<file path="config.mk">
export PLATFORM = sky130hd
export DESIGN_NAME = tmr_chan
export DESIGN_NICKNAME = d
export VERILOG_FILES = /design/src/tmr_chan.v
export VERILOG_INCLUDE_DIRS = /design/src
export SDC_FILE = /design/constraint.sdc
export NUM_CORES = 1
export LEC_CHECK = 0
export BUFFER_PORTS_ARGS = -buffer_cell sky130_fd_sc_hd__buf_4
export CAP_MARGIN = 20
export CORE_MARGIN = 2
export CORE_UTILIZATION = 40
export CTS_CLUSTER_DIAMETER = 60
export DETAILED_ROUTE_END_ITERATION = 6
export SKIP_CTS_REPAIR_TIMING = 1
export SLEW_MARGIN = 20
export SYNTH_ARGS = -nofsm -noshare
export SYNTH_HDL_FRONTEND = slang
export SYNTH_SLANG_ARGS = --single-unit
export TNS_END_PERCENT = 20
</file>
<file path="constraint.sdc">
create_clock -name pclk -period 4.31 [get_ports pclk]
set_input_delay 0 -clock pclk [delete_from_list [all_inputs] [get_ports pclk]]
set_output_delay 0 -clock pclk [all_outputs]
set_load 0.005 [all_outputs]
</file>
<file path="src/tmr_chan_defines.vh">
// register map, field positions and timing constants of the timer channels
`ifndef TMR_CHAN_DEFINES_VH
`define TMR_CHAN_DEFINES_VH

// printed offsets are register indices; byte address is four times the index
`define IDX_CTRL0        8'h45
`define IDX_CH0_HI       8'h46
`define IDX_CH0_LO       8'h47
`define IDX_CTRL1        8'h48
`define IDX_CH1_HI       8'h49
`define IDX_CH1_LO       8'h4a

// control register fields
`define F_FLAG           7
`define F_IRQ_EN         6
`define F_MODE_B         5
`define F_MODE_A         4
`define F_ELS_HI         3
`define F_ELS_LO         2
`define F_TOV            1
`define F_MAX            0

`define CTRL_RESET       8'h00

// edge/level field codes
`define ELS_OFF          2'b00
`define ELS_TOGGLE       2'b01
`define ELS_CLEAR        2'b10
`define ELS_SET          2'b11

// pin must be stable before capture is enabled
`define PIN_STABLE_NS    20
`define CLK_PERIOD_NS    10
`define PIN_STABLE_CYC   ((`PIN_STABLE_NS + `CLK_PERIOD_NS - 1) / `CLK_PERIOD_NS)

`endif
</file>
<file path="src/tmr_chan.v">
// two channels of a 16-bit timer: capture, compare, pwm, apb register slave
//
// Design decision made here: the APB register port.
`timescale 1ns/1ps
`default_nettype none
`include "tmr_chan_defines.vh"

module tmr_chan #(
	parameter CW = 16
) (
	input  wire          pclk,
	input  wire          presetn,
	input  wire          psel,
	input  wire          penable,
	input  wire          pwrite,
	input  wire [11:0]   paddr,
	input  wire [31:0]   pwdata,
	output reg           pready,
	output reg  [31:0]   prdata,
	output reg           pslverr,
	input  wire [CW-1:0] counter_value,
	input  wire          counter_overflow,
	input  wire          counter_halt_bit,
	input  wire [1:0]    channel_pin_in,
	output reg  [1:0]    channel_pin_out_ff,
	output reg  [1:0]    channel_pin_oe_ff,
	output reg  [1:0]    channel_irq_ff
);

	// control registers, one per channel
	reg  [7:0]    ctrl_ff [0:1];
	reg  [CW-1:0] value_ff [0:1];
	reg  [1:0]    outst_ff;
	reg  [1:0]    cap_block_ff;
	reg  [1:0]    cmp_block_ff;
	reg  [1:0]    flag_armed_ff;
	reg  [1:0]    max_act_ff;
	reg  [2:0]    pin_sync_ff [0:1];
	reg  [1:0]    pin_prev_ff;
	reg           buf_sel_ff;
	reg           buf_pend_ff;

	wire          setup   = psel & ~penable;
	wire          access  = psel & penable;
	wire [9:0]    idx     = paddr[11:2];
	wire          aligned = (paddr[1:0] == 2'b00);
	wire          wr      = access & pwrite & aligned;
	wire          rd      = access & ~pwrite & aligned;
	wire          buffered = ctrl_ff[0][`F_MODE_B];

	// decode the word index into a register select
	reg  [2:0]    sel;
	reg           hit;
	always @* begin
		hit = 1'b1;
		sel = 3'd0;
		case (idx)
			{2'b00, `IDX_CTRL0}:  sel = 3'd0;
			{2'b00, `IDX_CH0_HI}: sel = 3'd1;
			{2'b00, `IDX_CH0_LO}: sel = 3'd2;
			{2'b00, `IDX_CTRL1}:  sel = 3'd3;
			{2'b00, `IDX_CH1_HI}: sel = 3'd4;
			{2'b00, `IDX_CH1_LO}: sel = 3'd5;
			default: hit = 1'b0;
		endcase
	end

	// apb: zero wait states, pready answers in the access phase
	always @(posedge pclk or negedge presetn) begin
		if (!presetn) begin
			pready  <= 1'b0;
			prdata  <= 32'h0000_0000;
			pslverr <= 1'b0;
		end else begin
			pready  <= setup;
			pslverr <= setup & ~(hit & (paddr[1:0] == 2'b00));
			prdata  <= 32'h0000_0000;
			if (setup && hit) begin
				case (sel)
					3'd0: prdata <= {24'h00_0000, ctrl_ff[0]};
					3'd1: prdata <= {24'h00_0000, value_ff[0][15:8]};
					3'd2: prdata <= {24'h00_0000, value_ff[0][7:0]};
					3'd3: prdata <= {24'h00_0000, ctrl_ff[1] & 8'hdf};
					3'd4: prdata <= {24'h00_0000, value_ff[1][15:8]};
					3'd5: prdata <= {24'h00_0000, value_ff[1][7:0]};
					default: prdata <= 32'h0000_0000;
				endcase
			end
		end
	end

	// access is taken in the cycle pready is high
	wire do_wr = wr & pready & hit;
	wire do_rd = rd & pready & hit;

	// buffered pair switch happens at overflow
	always @(posedge pclk or negedge presetn) begin
		if (!presetn) begin
			buf_sel_ff  <= 1'b0;
			buf_pend_ff <= 1'b0;
		end else if (!buffered) begin
			buf_sel_ff  <= 1'b0;
			buf_pend_ff <= 1'b0;
		end else begin
			if (do_wr && (sel == 3'd2 || sel == 3'd5))
				buf_pend_ff <= (sel == 3'd5);
			if (counter_overflow)
				buf_sel_ff <= buf_pend_ff;
		end
	end

	genvar g;
	generate
		for (g = 0; g < 2; g = g + 1) begin : ch
			localparam [2:0] SC = (g == 0) ? 3'd0 : 3'd3;
			localparam [2:0] SH = (g == 0) ? 3'd1 : 3'd4;
			localparam [2:0] SL = (g == 0) ? 3'd2 : 3'd5;
			// channel 1 is disabled while channel 0 runs buffered
			wire       dis  = (g == 1) & buffered;
			wire [7:0] c    = ctrl_ff[g];
			wire [1:0] els  = {c[`F_ELS_HI], c[`F_ELS_LO]};
			wire       modb = (g == 0) ? c[`F_MODE_B] : 1'b0;
			wire       on   = (els != `ELS_OFF) & ~dis;
			wire       cap  = on & ~modb & ~c[`F_MODE_A];
			wire       cmpm = on & (modb | c[`F_MODE_A]);
			wire       p1   = pin_sync_ff[g][1];
			wire       p2   = pin_sync_ff[g][2];
			wire       stbl = (p1 == p2);
			wire       rise = stbl & p2 & ~pin_prev_ff[g] & els[0];
			wire       fall = stbl & ~p2 & pin_prev_ff[g] & els[1];
			wire       edg  = cap & (rise | fall);
			// buffered compare uses the selected pair of the two
			wire [CW-1:0] cmpv = (g == 0 && buffered) ?
			                     value_ff[buf_sel_ff] : value_ff[g];
			wire       match = cmpm & ~cmp_block_ff[g] &
			                   (counter_value == cmpv);
			wire       tov  = c[`F_TOV] & cmpm;
			wire       cw   = do_wr & (sel == SC) & ~dis;
			wire       clr_flag = cw & ~pwdata[`F_FLAG] & flag_armed_ff[g];
			wire       take = edg & ~cap_block_ff[g] & ~counter_halt_bit;
			wire       evt  = take | match;

			always @(posedge pclk or negedge presetn) begin
				if (!presetn) begin
					pin_sync_ff[g] <= 3'b000;
					pin_prev_ff[g] <= 1'b0;
				end else begin
					pin_sync_ff[g] <= {pin_sync_ff[g][1:0],
					                   channel_pin_in[g]};
					if (stbl)
						pin_prev_ff[g] <= p2;
				end
			end

			always @(posedge pclk or negedge presetn) begin
				if (!presetn) begin
					ctrl_ff[g]       <= `CTRL_RESET;
					flag_armed_ff[g] <= 1'b0;
					cap_block_ff[g]  <= 1'b0;
					cmp_block_ff[g]  <= 1'b0;
				end else begin
					if (do_rd && sel == SC && c[`F_FLAG])
						flag_armed_ff[g] <= 1'b1;
					else if (cw)
						flag_armed_ff[g] <= 1'b0;
					if (cw)
						ctrl_ff[g][6:0] <= (g == 0) ? pwdata[6:0] :
						                   (pwdata[6:0] & 7'h5f);
					if (evt)
						ctrl_ff[g][`F_FLAG] <= 1'b1;
					else if (clr_flag)
						ctrl_ff[g][`F_FLAG] <= 1'b0;
					if (do_rd && sel == SH && cap)
						cap_block_ff[g] <= 1'b1;
					else if (do_rd && sel == SL)
						cap_block_ff[g] <= 1'b0;
					if (do_wr && sel == SH && cmpm)
						cmp_block_ff[g] <= 1'b1;
					else if (do_wr && sel == SL)
						cmp_block_ff[g] <= 1'b0;
				end
			end

			always @(posedge pclk) begin
				if (take)
					value_ff[g] <= counter_value;
				else if (do_wr && sel == SH)
					value_ff[g][15:8] <= pwdata[7:0];
				else if (do_wr && sel == SL)
					value_ff[g][7:0] <= pwdata[7:0];
			end

			always @(posedge pclk or negedge presetn) begin
				if (!presetn) begin
					outst_ff[g]           <= 1'b1;
					max_act_ff[g]         <= 1'b0;
					channel_pin_out_ff[g] <= 1'b0;
					channel_pin_oe_ff[g]  <= 1'b0;
					channel_irq_ff[g]     <= 1'b0;
				end else begin
					// max duty sampled at period start
					if (counter_overflow)
						max_act_ff[g] <= c[`F_MAX] & ~c[`F_TOV];
					if (!on) begin
						// preset level from mode bit a
						outst_ff[g] <= ~c[`F_MODE_A];
					end else if (cmpm) begin
						if (max_act_ff[g])
							outst_ff[g] <= 1'b1;
						else if (tov && counter_overflow)
							outst_ff[g] <= ~outst_ff[g];
						else if (match) begin
							case (els)
								`ELS_TOGGLE: outst_ff[g] <= ~outst_ff[g];
								`ELS_CLEAR:  outst_ff[g] <= 1'b0;
								`ELS_SET:    outst_ff[g] <= 1'b1;
								default:     outst_ff[g] <= outst_ff[g];
							endcase
						end
					end
					// pin released when field is 00
					channel_pin_oe_ff[g]  <= cmpm;
					channel_pin_out_ff[g] <= outst_ff[g];
					channel_irq_ff[g]     <= c[`F_FLAG] & c[`F_IRQ_EN];
				end
			end
		end
	endgenerate

endmodule
`default_nettype wire

</file>
# Word-level counts from Yosys, hierarchy flattened
# Memories as Yosys holds them, arrays and structs flattened.
# Index checks and enable logic that the tools add are counted.
[totals]
inputBits = 69
mem_count = 1
mem_bits_rw = 32
word_cells = 236
output_inout_bits = 40
register_bits = 75
[op_classes]
reduce_logical = 36
eq_ne = 29
bitwise_logic = 82
muxes = 59
[mem_list]
columns = ["name", "depth", "width", "read_ports", "rd_ports_with_merged_regs", "write_ports", "line", "text"]
rows = [
  ["value_ff", 2, 16, 3, 0, 2, "tmr_chan.v:32", "reg [CW-1:0] value_ff [0:1];"],
]
[ops]
columns = ["operator", "n"]
rows = [
  ["$eq 10x7->1 const B", 6],
  ["$and 1x1->1", 53],
  ["$mux 1", 49],
  ["$pmux 8 s6", 1],
  ["$eq 16x16->1", 2],
  ["$mux 32", 1],
  ["$mux 8", 4],
  ["$logic_and 1x1->1", 20],
  ["$not 1->1", 20],
  ["$reduce_bool 2->1", 10],
  ["$mux 16", 1],
  ["$pmux 3 s5", 1],
  ["$ne 6x2->1 const B", 2],
  ["$or 1x1->1", 9],
  ["$eq 2x2->1 const B", 4],
  ["$ne 4x2->1 const B", 2],
  ["$eq 3x2->1 const B", 2],
  ["$eq 3x3->1 const B", 2],
  ["$ne 2x1->1 const B", 3],
  ["$pmux 1 s3", 2],
  ["$reduce_and 3->1", 2],
  ["$reduce_or 6->1", 1],
  ["$eq 2x1->1 const B", 2],
  ["$eq 3x1->1 const B", 1],
  ["other kinds (5)", 6],
]

# Longest topological paths before layout
[logic_depth]
ltp_word = 11
ltp_mapped = 9
mapped_depth_nobuf = 8

# Least setup slack after synthesis
# Ideal clock, no wire load.
[synth_path]
kind = "input to register"
from = "input port paddr[7]"
to = "memory value_ff[1][0] (data pin)"
path_slack_ns = 2.152
n_path_buf = 1
t_arrival_ns = 1.898
path_stages = 7
t_required_ns = 4.050
setup_ns = 0.260
path_cell_list = "nor4b_4 o211ai_1 a2111oi_4 nand4_1 nor2b_1 buf_2 mux2_2"
[synth_rtl]
columns = ["element", "line", "text"]
rows = [
  ["start: declaration", "tmr_chan.v:16", "input wire [11:0] paddr,"],
  ["end: declaration", "tmr_chan.v:32", ""],
]

==> results.md <==
* Maxcap violations at 0
* Gr usage total at between 10% and 20%
* Seq/Total Area, Yosys at 49.18%
* Register with the most flip-flops: value_ff
* Final weighted congestion in routability-driven placement at around 0.9
* Worst Hold Class: input pin to flop
* Footprint of the multi-input gates at between 2000 and 2500 um2
* Main area contributors after synthesis: dfrtp_1, edfxtp_1, mux2_2
* Post-synthesis simple-gate area fraction at 13.85%
* Num ports at 109
* Number of nets in the finished design at 566
* FF-to-FF path depth at 5
* Per-cell routed wire length at 18.78 um
* Horiz. Die Dim at 110.7 um
* Mapped Area at 4554 um2
* HPWL reported at the end of detailed placement at between 8000 and 9000 um
* Dominant combinational cell family by area after synthesis: simple AND/OR/NAND/NOR gates
* Total via count in the routed design at approximately 3.4k
* Setup violations, final at 0
* Violations in the final reports: negative hold slack
* Total DRC errors in the routed layout at 0
* FFs w/ async S/R, synth at 61.45%
* CP Max Fanout at 8
* Transition time of the tightest slew-check pin at between 0.9 and 1 ns
* M1 GR Usage at between 20% and 30%
* Height of the die at ~110 um
* Overflow left after global routing at 0
* GR Util met2 at 33.42%
* Final cell area excluding filler cells at roughly 5500 um2
* Distinct cell type count of the synthesized netlist at between 50 and 60
* Final hold violations at 2
* Post-synthesis sequential element count at 83
* Die area at roughly 12000 um2
* Cell leakage power at between 2 and 2.5 nW
* Run status: complete, but fails checks
* Mean area per synthesized cell at between 10 and 15 um2
* Max rail drop VDD at about 160 uV
* Number of flip-flops under the largest register name at 32
* Finished Layout Cells at 636
* Post-synth top cells: dfrtp_1, nand2_1, mux2_2, edfxtp_1, buf_4
* Gate count after technology mapping at 413
* Total number of placement rows at 38
* Antenna violation net count after detailed routing at 0
* Arrival time of the worst setup path at between 2 and 3 ns
* Longest Clk Path Bufs at 2
* Initial core utilization at 41.47%
* Maximum clock frequency at about 350 MHz
* Ratio of final minimum period to clock period at 66.53%
* TritonCTS clock tree: built
* Detailed Routing Iterations Pass 1 at 5
* Critical Path RT at 4.40 ns
* Global-route met3 utilization at about 3.8%
* Routed via count divided by cell count at about 5.3
* Classification of the worst setup path: input pin to flop
* CTS H-Tree Depth at 3
* Top-area cell type share of the netlist area at a little over a quarter
* Number of diodes added for antenna fixing at 0
* Core footprint at around 11000 um2
* Global-route wire length before repair at ~19000 um
* Worst Skew at 0.006488 ns
* Via count of the first global-routing pass at 3367
* Worst slew margin relative to its limit at 34.15%
* DP Worst Slack at 1.095 ns
* Setup repair after global routing missed its margin: false
* Number of slew-limit violations in the final report at 0
* Synth Warn # at 0
* Standard cell area after detailed placement at 5079 um2
* Maximum number of pins on one net before global-route repair at 52
* Total power density per cell area at ~310 nW/um2
* Kind of capture point of the worst setup path: flop
* Yosys top cell by area: dfrtp_1
* Total clock buffers created by CTS at 9
* Post-synthesis compound-gate area fraction at around an eighth
* Startpoint class of the critical path: input pin
* Multiplexer share of the synthesized area at about an eighth
* Initial drt markers at 242
* Number of enable flip-flop cells after synthesis at 32
* Layer with the highest usage after global routing: met2
* Port Buffers at 60
* Post-route setup slack at 1.443 ns
* WHS at -0.005931 ns
* Seq. cell area at between 2000 and 2500 um2
* Share of final-layout standard cells stronger than drive strength 1 at around a quarter
* Total wirelength of the detailed-routed design at approximately 12000 um
* Clock transition time at the flip-flop clock pins of the worst setup and hold paths at roughly 0.060 ns
* Crit path time final at about 2.9 ns
* Layout filler cell count at roughly 1k
* Most common cell in the synthesized netlist: dfrtp_1
* Root Buffer Master: clkbuf_16
* Leading register cell type out of synthesis: dfrtp_1
* Fraction of the core area covered by cells at the end of the flow at between 40% and 50%
* Fraction of synthesized cell area in xor and xnor cells at roughly 4.6%
* Number of sinks driven by the clock tree at just over 80
* Clock latency on the worst-skew pair at roughly 0.34 ns
* Number of cells on the worst hold path at 2
* Total placed cells including tap cells at 607
* Initial antenna violation count at 0
* Final setup TNS at 0 ns
* Adder-cell share of the synthesized area at between 1.5 and 2%
* Area growth syn-to-layout at 20.16%
[report_power, final]
group	total [mW]	switching, mW	internal (mW)
combinational	0.155	0.0837	0.0714
clock	0.697	0.294	0.402
sequential	0.854	0.0116	0.842
[per-stage QoR]
stage	power, mW	hold WS (ns)
2_1_floorplan	0.9475	-0.2956
3_3_place_gp	1.011	0.07676
3_5_place_dp	1.015	0.07371
4_1_cts	1.709	-0.2871
5_1_grt	1.769	0.001461
6_report	1.706	-0.005931
[critical path: stages]
cell           delay [ns]
dlygate4sd3_1        0.53
buf_4                0.10
and2_1               0.13
nand4_1              0.19
a2111oi_4            0.48
nand4_1              0.28
nor2b_1              0.82
mux2_2               0.42
[worst paths after layout]
kind                             startpoint                    to  slack, ns
hold reg to reg              pin_sync_ff[0]              ch[1].p1       0.35
setup / recovery                    penable        value_ff[1][2]       1.44
min in group asynchronous           presetn               pslverr       0.24
max in group asynchronous           presetn  channel_pin_oe_ff[1]       3.64
hold / removal             counter_value[5]        value_ff[1][5]     -0.006
setup reg to reg                     pready        value_ff[1][2]       1.52
[layout make-up]
cell class | count | area share, %
Sequential cell | 83 | 40.92
Multi-Input combinational cell | 297 | 38.32
Timing Repair Buffer | 77 | 11.16
Clock buffer | 13 | 4.572
Tap cell | 140 | 3.201
Inverter | 23 | 1.578
Clock inverter | 3 | 0.2515
[placed cells by master, fill, tap and decap left out, types with 10 or more instances in the layout]
cell type	netlist	final
inv_1	23	23
dfrtp_1	49	49
xnor2_1	14	14
buf_4	24	64
dlygate4sd3_1	0	13
nand2_1	43	43
nand4_1	10	10
xor2_1	10	10
o21ai_0	16	16
nor2b_1	12	12
mux2_2	38	38
nor2_1	14	14
conb_1	1	24
a21oi_1	10	10
nor3_1	10	10
edfxtp_1	32	32
a221oi_1	11	11
mux2i_1	11	11
[logic make-up (layout without fill, tap and decap cells)]
| group | Yosys count | count (layout) |
|---|---|---|
| simple gates | 120 | 120 |
| mux | 51 | 51 |
| fa+ha+maj | 6 | 6 |
| other cells | 1 | 24 |
| flops | 83 | 83 |
| xor+xnor | 24 | 24 |
| compound gates | 72 | 72 |
| buf+inv | 56 | 116 |
[routing by layer]
metal  share of wire, %  wire [um]
met4                1.8        213
met5                  0          0
met3                5.2        621
met2                 49       5888
met1                 44       5218
Note: power is estimated with default switching activity, not from simulation.
